### config.mk
export PLATFORM = sky130hd
export DESIGN_NAME = edge_event_request_unit
export DESIGN_NICKNAME = d
export VERILOG_FILES = /design/src/edge_event_pkg.sv /design/src/edge_event_request_unit.sv
export SDC_FILE = /design/constraint.sdc
export NUM_CORES = 1
export LEC_CHECK = 0
export BUFFER_PORTS_ARGS = -buffer_cell sky130_fd_sc_hd__clkbuf_2
export CORE_MARGIN = 4
export CORE_UTILIZATION = 25
export DETAILED_ROUTE_END_ITERATION = 6
export GPL_ROUTABILITY_DRIVEN = 0
export PLACE_DENSITY = 0.48
export RECOVER_POWER = 50
export SLEW_MARGIN = 25
export SYNTH_ARGS = -nofsm -noshare
export SYNTH_HDL_FRONTEND = slang
export SYNTH_SLANG_ARGS = --single-unit
### constraint.sdc
create_clock -name clock -period 3.75 [get_ports clock]
set_clock_uncertainty 0.15 [all_clocks]
set_input_delay 0.375 -clock clock [delete_from_list [all_inputs] [get_ports clock]]
set_output_delay 0.375 -clock clock [all_outputs]
set_load 0.005 [all_outputs]
### src/edge_event_pkg.sv
// constants for the edge event request unit
package edge_event_pkg;
  // =========================================================
  // line layout
  localparam int LINE_COUNT = 18;
  localparam int EXT_LINES  = 16;
  localparam int INT_LINES  = LINE_COUNT - EXT_LINES;
  localparam int SEL_W      = 7;
  localparam int SEL_SLOT   = 8;
  localparam int SEL_PER_REG = 4;
  localparam int SEL_REGS   = EXT_LINES / SEL_PER_REG;

  // =========================================================
  // register offsets (byte addresses)
  localparam logic [7:0] OFS_INT_MASK = 8'h00;
  localparam logic [7:0] OFS_EVT_MASK = 8'h04;
  localparam logic [7:0] OFS_RISE_EN  = 8'h08;
  localparam logic [7:0] OFS_FALL_EN  = 8'h0c;
  localparam logic [7:0] OFS_SW_TRIG  = 8'h10;
  localparam logic [7:0] OFS_PENDING  = 8'h14;
  localparam logic [7:0] OFS_SEL0     = 8'h18;
  localparam logic [7:0] OFS_SEL3     = 8'h24;

  // =========================================================
  // reset values
  localparam logic [LINE_COUNT-1:0] RST_MASK = 18'h00000;
  localparam logic [LINE_COUNT-1:0] RST_EDGE = 18'h00000;
  localparam logic [SEL_W-1:0]      RST_SEL  = 7'h00;
endpackage

### src/edge_event_request_unit.sv
// edge event request unit: edge detection, masking, pending and apb registers
//
// Chosen here: the register addresses and the APB interface to the registers.
`timescale 1ns/1ns

// What this block does
// - eighteen edge lines each raise an interrupt request or an event request on their edge.
// - each line selects rising edges, falling edges or both.
// - each line has its own interrupt mask and event mask; a line masked in both forwards no request.
// - each line keeps a pending bit recording that its edge or a software trigger raised an interrupt request.
// - pulses as narrow as one sample are still caught as edges.
// - a selector lets any of up to 128 pins drive each of the sixteen external lines.
module edge_event_request_unit #(
  parameter int PIN_COUNT = 112,
  parameter int ADDR_W    = 8
) (
  input  wire logic                                 clock,
  input  wire logic                                 rst,
  input  wire logic                                 psel,
  input  wire logic                                 penable,
  input  wire logic                                 pwrite,
  input  wire logic [ADDR_W-1:0]                    paddr,
  input  wire logic [31:0]                          pwdata,
  output logic      [31:0]                          prdata,
  output logic                                      pready,
  output logic                                      pslverr,
  input  wire logic [PIN_COUNT-1:0]                 gpio_in,
  input  wire logic [edge_event_pkg::INT_LINES-1:0] int_src,
  output logic      [edge_event_pkg::LINE_COUNT-1:0] line_irq,
  output logic      [edge_event_pkg::LINE_COUNT-1:0] line_event,
  output logic                                      irq
);
  localparam int N = edge_event_pkg::LINE_COUNT;

  // =========================================================
  // elaboration checks
  if (PIN_COUNT < 1 || PIN_COUNT > (1 << edge_event_pkg::SEL_W)) begin : g_bad_pins
    $error("pin count out of range for selector width");
  end
  if (ADDR_W < 8) begin : g_bad_addr
    $error("address width too small for register map");
  end

  function automatic logic pick_pin(input logic [PIN_COUNT-1:0] p,
                                    input logic [edge_event_pkg::SEL_W-1:0] s);
    pick_pin = (int'(s) < PIN_COUNT) ? p[s] : 1'b0;
  endfunction

  function automatic logic [7:0] word_ofs(input logic [ADDR_W-1:0] a);
    word_ofs = {a[7:2], 2'b00};
  endfunction

  // =========================================================
  // state
  logic [N-1:0]                      imask_q;
  logic [N-1:0]                      emask_q;
  logic [N-1:0]                      rise_q;
  logic [N-1:0]                      fall_q;
  logic [N-1:0]                      pend_q;
  logic [N-1:0]                      pend_d;
  logic [N-1:0]                      prev_q;
  logic                              primed_q;
  logic [edge_event_pkg::SEL_W-1:0]  sel_q [edge_event_pkg::EXT_LINES];
  logic [N-1:0]                      cur_line;
  logic [N-1:0]                      hit;
  logic [N-1:0]                      sw_set;
  logic [N-1:0]                      clr;
  logic                              wr;
  logic                              mapped;
  logic [7:0]                        ofs;
  logic [31:0]                       rd_d;

  // =========================================================
  // apb decode
  assign ofs    = word_ofs(paddr);
  assign mapped = (paddr[1:0] == 2'b00) && ((paddr >> 8) == '0) &&
                  (ofs <= edge_event_pkg::OFS_SEL3);
  assign wr      = psel && penable && pwrite && mapped;
  assign pready  = psel && penable;
  assign pslverr = psel && penable && !mapped;

  always_comb begin
    rd_d = 32'h0000_0000;
    if (mapped) begin
      unique case (ofs)
        edge_event_pkg::OFS_INT_MASK: rd_d[N-1:0] = imask_q;
        edge_event_pkg::OFS_EVT_MASK: rd_d[N-1:0] = emask_q;
        edge_event_pkg::OFS_RISE_EN:  rd_d[N-1:0] = rise_q;
        edge_event_pkg::OFS_FALL_EN:  rd_d[N-1:0] = fall_q;
        edge_event_pkg::OFS_PENDING:  rd_d[N-1:0] = pend_q;
        default: begin
          for (int r = 0; r < edge_event_pkg::SEL_REGS; r++) begin
            if (ofs == 8'(edge_event_pkg::OFS_SEL0 + 8'(4 * r))) begin
              for (int k = 0; k < edge_event_pkg::SEL_PER_REG; k++) begin
                rd_d[k*edge_event_pkg::SEL_SLOT +: edge_event_pkg::SEL_W] =
                  sel_q[r*edge_event_pkg::SEL_PER_REG + k];
              end
            end
          end
        end
      endcase
    end
  end

  // read data latched in the setup cycle
  always_ff @(posedge clock) begin
    if (rst) begin
      prdata <= 32'h0000_0000;
    end else if (psel && !penable) begin
      prdata <= pwrite ? 32'h0000_0000 : rd_d;
    end
  end

  // =========================================================
  // configuration registers
  always_ff @(posedge clock) begin
    if (rst) begin
      imask_q <= edge_event_pkg::RST_MASK;
      emask_q <= edge_event_pkg::RST_MASK;
    end else if (wr && ofs == edge_event_pkg::OFS_INT_MASK) begin
      imask_q <= pwdata[N-1:0];
    end else if (wr && ofs == edge_event_pkg::OFS_EVT_MASK) begin
      emask_q <= pwdata[N-1:0];
    end
  end

  always_ff @(posedge clock) begin
    if (rst) begin
      rise_q <= edge_event_pkg::RST_EDGE;
      fall_q <= edge_event_pkg::RST_EDGE;
    end else if (wr && ofs == edge_event_pkg::OFS_RISE_EN) begin
      rise_q <= pwdata[N-1:0];
    end else if (wr && ofs == edge_event_pkg::OFS_FALL_EN) begin
      fall_q <= pwdata[N-1:0];
    end
  end

  // pin selectors, one field per external line
  for (genvar g = 0; g < edge_event_pkg::EXT_LINES; g++) begin : g_sel
    localparam int REG  = g / edge_event_pkg::SEL_PER_REG;
    localparam int SLOT = g % edge_event_pkg::SEL_PER_REG;
    always_ff @(posedge clock) begin
      if (rst) begin
        sel_q[g] <= edge_event_pkg::RST_SEL;
      end else if (wr && ofs == 8'(edge_event_pkg::OFS_SEL0 + 8'(4 * REG))) begin
        sel_q[g] <= pwdata[SLOT*edge_event_pkg::SEL_SLOT +: edge_event_pkg::SEL_W];
      end
    end
    assign cur_line[g] = pick_pin(gpio_in, sel_q[g]);
  end
  assign cur_line[N-1:edge_event_pkg::EXT_LINES] = int_src;

  // =========================================================
  // edge detection
  always_ff @(posedge clock) begin
    if (rst) begin
      prev_q   <= '0;
      primed_q <= 1'b0;
    end else begin
      prev_q   <= cur_line;
      primed_q <= 1'b1;
    end
  end

  // every sample is compared, so a single-sample pulse yields both edges
  assign hit = primed_q ? ((cur_line & ~prev_q & rise_q) |
                           (~cur_line & prev_q & fall_q)) : '0;

  assign sw_set = (wr && ofs == edge_event_pkg::OFS_SW_TRIG) ? pwdata[N-1:0] : '0;
  assign clr    = (wr && ofs == edge_event_pkg::OFS_PENDING) ? pwdata[N-1:0] : '0;

  // =========================================================
  // pending bits, set wins over clear
  assign pend_d = (pend_q & ~clr) | ((hit | sw_set) & imask_q);

  always_ff @(posedge clock) begin
    if (rst) begin
      pend_q <= '0;
    end else begin
      pend_q <= pend_d;
    end
  end

  // event pulses
  always_ff @(posedge clock) begin
    if (rst) begin
      line_event <= '0;
    end else begin
      line_event <= (hit | sw_set) & emask_q;
    end
  end

  assign line_irq = pend_q & imask_q;
  assign irq      = |line_irq;

  // =========================================================
  // checks
  AST_RISE_SETS_PENDING: assert property (@(posedge clock) disable iff (rst)
    (primed_q && cur_line[0] && !prev_q[0] && rise_q[0] && imask_q[0])
      |=> pend_q[0] && irq)
    else $error("rising edge did not set pending");

  AST_FALL_ONLY_IGNORES_RISE: assert property (@(posedge clock) disable iff (rst)
    (cur_line[1] && !prev_q[1] && !rise_q[1] && !sw_set[1] && !pend_q[1])
      |=> !pend_q[1])
    else $error("rising edge set pending with rise disabled");

  AST_MASKED_LINE_SILENT: assert property (@(posedge clock) disable iff (rst)
    (hit[2] && !imask_q[2] && !emask_q[2] && !pend_q[2])
      |=> !pend_q[2] && !line_event[2])
    else $error("masked line forwarded a request");

  AST_EVENT_PULSE: assert property (@(posedge clock) disable iff (rst)
    ((hit[2] || sw_set[2]) && emask_q[2]) ##1 (!hit[2] && !sw_set[2])
      |-> line_event[2] ##1 !line_event[2])
    else $error("event pulse missing or stretched");

  AST_NARROW_PULSE: assert property (@(posedge clock) disable iff (rst)
    (primed_q && !prev_q[1] && cur_line[1] && fall_q[1] && !rise_q[1] && imask_q[1])
      ##1 (!cur_line[1] && $stable(fall_q[1]) && $stable(imask_q[1]) && clr[1] == 1'b0)
      |=> pend_q[1])
    else $error("single-sample pulse not captured");

  AST_SELECTOR_ROUTES: assert property (@(posedge clock) disable iff (rst)
    (primed_q && int'(sel_q[0]) < PIN_COUNT && $stable(sel_q[0]) &&
     $rose(gpio_in[sel_q[0]]) && rise_q[0] && imask_q[0]) |=> pend_q[0])
    else $error("selected pin did not reach its line");

  AST_ZERO_WRITE_KEEPS: assert property (@(posedge clock) disable iff (rst)
    (pend_q[1] && !(wr && ofs == edge_event_pkg::OFS_PENDING && pwdata[1])) |=> pend_q[1])
    else $error("pending bit lost without a one written");

  AST_ONE_WRITE_CLEARS: assert property (@(posedge clock) disable iff (rst)
    (wr && ofs == edge_event_pkg::OFS_PENDING && pwdata[0] && !hit[0] && !sw_set[0])
      |=> !pend_q[0])
    else $error("pending bit not cleared by a one");
endmodule

==> impl_results.md <==
- Status: finished with violations
- Failing checks: design-rule violations, max-capacitance violations, max-slew violations
- Initial antenna violation count: 21
- Final ANT Viol Nets: 0
- Xor/xnor share of the synthesized area: 0%
- Clock transition time at the flip-flop clock pins of the worst setup and hold paths: 0.07 ns
- CTS buffer count: 30
- Post-synth EDFFs: 112
- Setup TNS: 0 ns
- CTS HTree Levels: 1
- Die Y-Extent: 342.6 um
- Top cells by count, synth: mux4_2, nand2_1, mux2i_1
- Vias in the first global route: 26545
- Final setup viols: 0
- Worst path arrival time: 3.90 ns
- Crit path max fanout: 10
- GRT Overall Usage: 24.59%
- Post-Route WL: 150200 um
- Slew Limit Fails: 127
- Most used DFF post-synth: dfxtp_1
- DR WL/cell: 33.95 um
- Worst path slowest cell: edfxtp_1
- Layout Cells excl Fill: 4425
- Peak supply drop: 0.3571 mV
- Critical path, cell by cell: mux4_2 -> nor2b_1 -> a2111oi_0 -> nor4_1 -> o32ai_2 -> buf_4 -> mux2i_1 -> a21oi_1
- Post-synthesis simple-gate area fraction: 15.34%
- Die Width: 342.6 um
- Compound-Gate Fraction of Synth Area: 13.17%
- Slew headroom: -47.59%
- CP required: 4.09 ns
- Nets: 3065
- FMAX: 281.0 MHz
- Final period util: 94.91%
- Avg Inst Size Synth: 10.25 um2
- Ys Warns: 0
- Wire length of the first global-routing pass: 207200 um
- Grt ovf: 0
- Count leader, synth: mux4_2
- Final hold vios: 0
- Port bufs: 225
- Worst setup SP type: flop
- Minimum clock period: 3.559 ns
- RSZ-0062 raised after global routing: no
- Number of cells after detailed placement: 4338
- Slowest Stage Delay on Critical Path: 0.85 ns
- Post-synthesis mux area share: 41.23%
- Hold WC Path Type: in2reg
- Initial core utilization: 25.22%
- Core Region: 111000 um2
- Setup CP Type: reg2reg
- Cell taking the most area after synthesis: mux4_2
- Via/cell ratio: 6.190
- Cells after Synth: 2729
- Largest net degree at the start of global routing: 87
- Static leakage: 11.59 nW
- Post-layout util: 29.50%
- First-pass DRT Iterations: 7
- Area contributors post-synth: mux4_2, edfxtp_1, dfxtp_1
- Largest family of logic cells by synthesized area: multiplexers
- Share of cells above drive strength 1: 30.85%
- Num rows: 122
- CTS resizes: 0
- PwrDens: 294.6 nW/um2
- CTS tree: done
- DR iter-0 viols: 3642
- Post-synthesis register bit count: 269
- Master cell of the clock root buffer: clkbuf_16
- Worst-skew pair later-pin latency: 0.67 ns
- # IOs: 230
- Clock sinks: 269
- Synth cell types: 74
- Total power: 0.009648 W
- Endpoint class of the critical path: flop
- Die area: 117300 um2
- Final HPWL DP: 105600 um
- Share of the synthesized area in the top cell type: 26.08%
- Worst-Margin Slew: 2.214 ns
- Hold WS: 0.01572 ns
- DRC: 8
- Adder-cell area share of the yosys netlist: 0%
- Max-capacitance violation count: 4
- Post-synthesis async set-or-reset flop share: 0%
- Sequential area share after synthesis: 23.25%
- Clock buffer depth: 3
- Post-Syn Area: 27980 um2
- DR vias: 27392
- P&R area growth vs syn: 17.01%
==> worst paths after layout <==
check | from | to | slack [ns] | cells after the start
max | sel_q[0][49] | line_event[7] | 0.19 | 8
min | pwdata[19] | sel_q[0][17] | 0.02 | 2
max reg2reg | sel_q[0][49] | line_event[7] | 0.19 | 8
min reg2reg | emask_q[0] | line_event[0] | 0.30 | 2
==> what timing repair did <==
action | in CTS | in global routing
hold buffers | 19 | 0
hold endpoints to repair | 75 | 0
buffers inserted | 0 | 5
endpoints found under the setup margin | 0 | 1
==> metrics by stage <==
step,worst slack [ns],cell area [um2]
2_1_floorplan,-0.1214,27990
3_3_place_gp,0.1689,31550
3_5_place_dp,0.1924,31550
4_1_cts,0.1185,32830
5_1_grt,0.1444,32740
6_report,0.1908,32740
==> state kept, by name, summed over array words and instances (netlist names) <==
register and flops:
sel_q 112, prdata 30, emask_q 18, fall_q 18, imask_q 18, line_event 18
pend_q 18, prev_q 18, rise_q 18, primed_q 1
==> cells by family after synthesis <==
logic type,Yosys count
simple gates,856
other cells,1
buf+inv,400
mux,672
flops,269
compound gates,531
==> per-layer routing <==
layer | vias up | global-route usage [%] | routed length (um) | part of all wire (%)
met5 | - | 0.9395 | 195 | 0.13
met4 | 10 | 16.35 | 12640 | 8.4
met3 | 615 | 7.962 | 17700 | 12
met2 | 2093 | 37.78 | 65990 | 44
met1 | 13628 | 29.37 | 53720 | 36
li1 | 11046 | - | - | -
==> critical path, delay by kind of cell (launching register included) <==
kind | cells | cell delay [ns]
mux | 2 | 0.84
flops | 1 | 0.85
buf+inv | 1 | 0.22
compound gates | 3 | 1.02
simple gates | 2 | 0.29
==> cell type report <==
class / instances / area [um2]
fillers: 11595 / 78230
multi-input cells: 2061 / 19580
flip-flops and latches: 269 / 6506
repair buffers: 517 / 3580
well taps: 1488 / 1862
clock buffers: 41 / 863.3
clock inverters: 15 / 230.2
inverters: 27 / 101.3
diodes: 7 / 17.52
==> power breakdown <==
| group | switching [W] | leakage [nW] | total (W) | internal, W |
|---|---|---|---|---|
| Sequential | 0.000219 | 2.33 | 0.00335 | 0.00313 |
| Combinational | 0.00167 | 8.73 | 0.00294 | 0.00127 |
| Clock | 0.00140 | 0.536 | 0.00336 | 0.00196 |
| Total | 0.00329 | 11.6 | 0.00965 | 0.00635 |
==> cell usage in the layout, fill, tap and decap left out, types with 17 or more instances in the layout <==
cell           synthesis  routed
nor3_1                44      43
dfxtp_1              157     157
o211ai_1              17      17
and2_1               152      95
clkbuf_1             239      58
mux2i_1              258     258
nor2_1               110     108
o22ai_1               19      19
a32oi_1               19      19
and2_0                 0      57
nand2_1              312     312
a22oi_1               90      90
clkbuf_16              0      31
nand2b_1              26      25
nor4_1                19      19
nand4_1               19      19
clkbuf_2               2     185
dlygate4sd3_1          0      19
nand3_1               50      50
mux2_2                47      47
buf_4                 28     233
mux4_2               324     324
a31oi_1               18      18
a21oi_1              183     183
nor2b_1               52      52
buf_12                 5      25
mux4_1                43      43
o21ai_0               30      28
a211oi_1              30      30
edfxtp_1             112     112
inv_1                 25      25
Power figures use the tool's default switching activity.
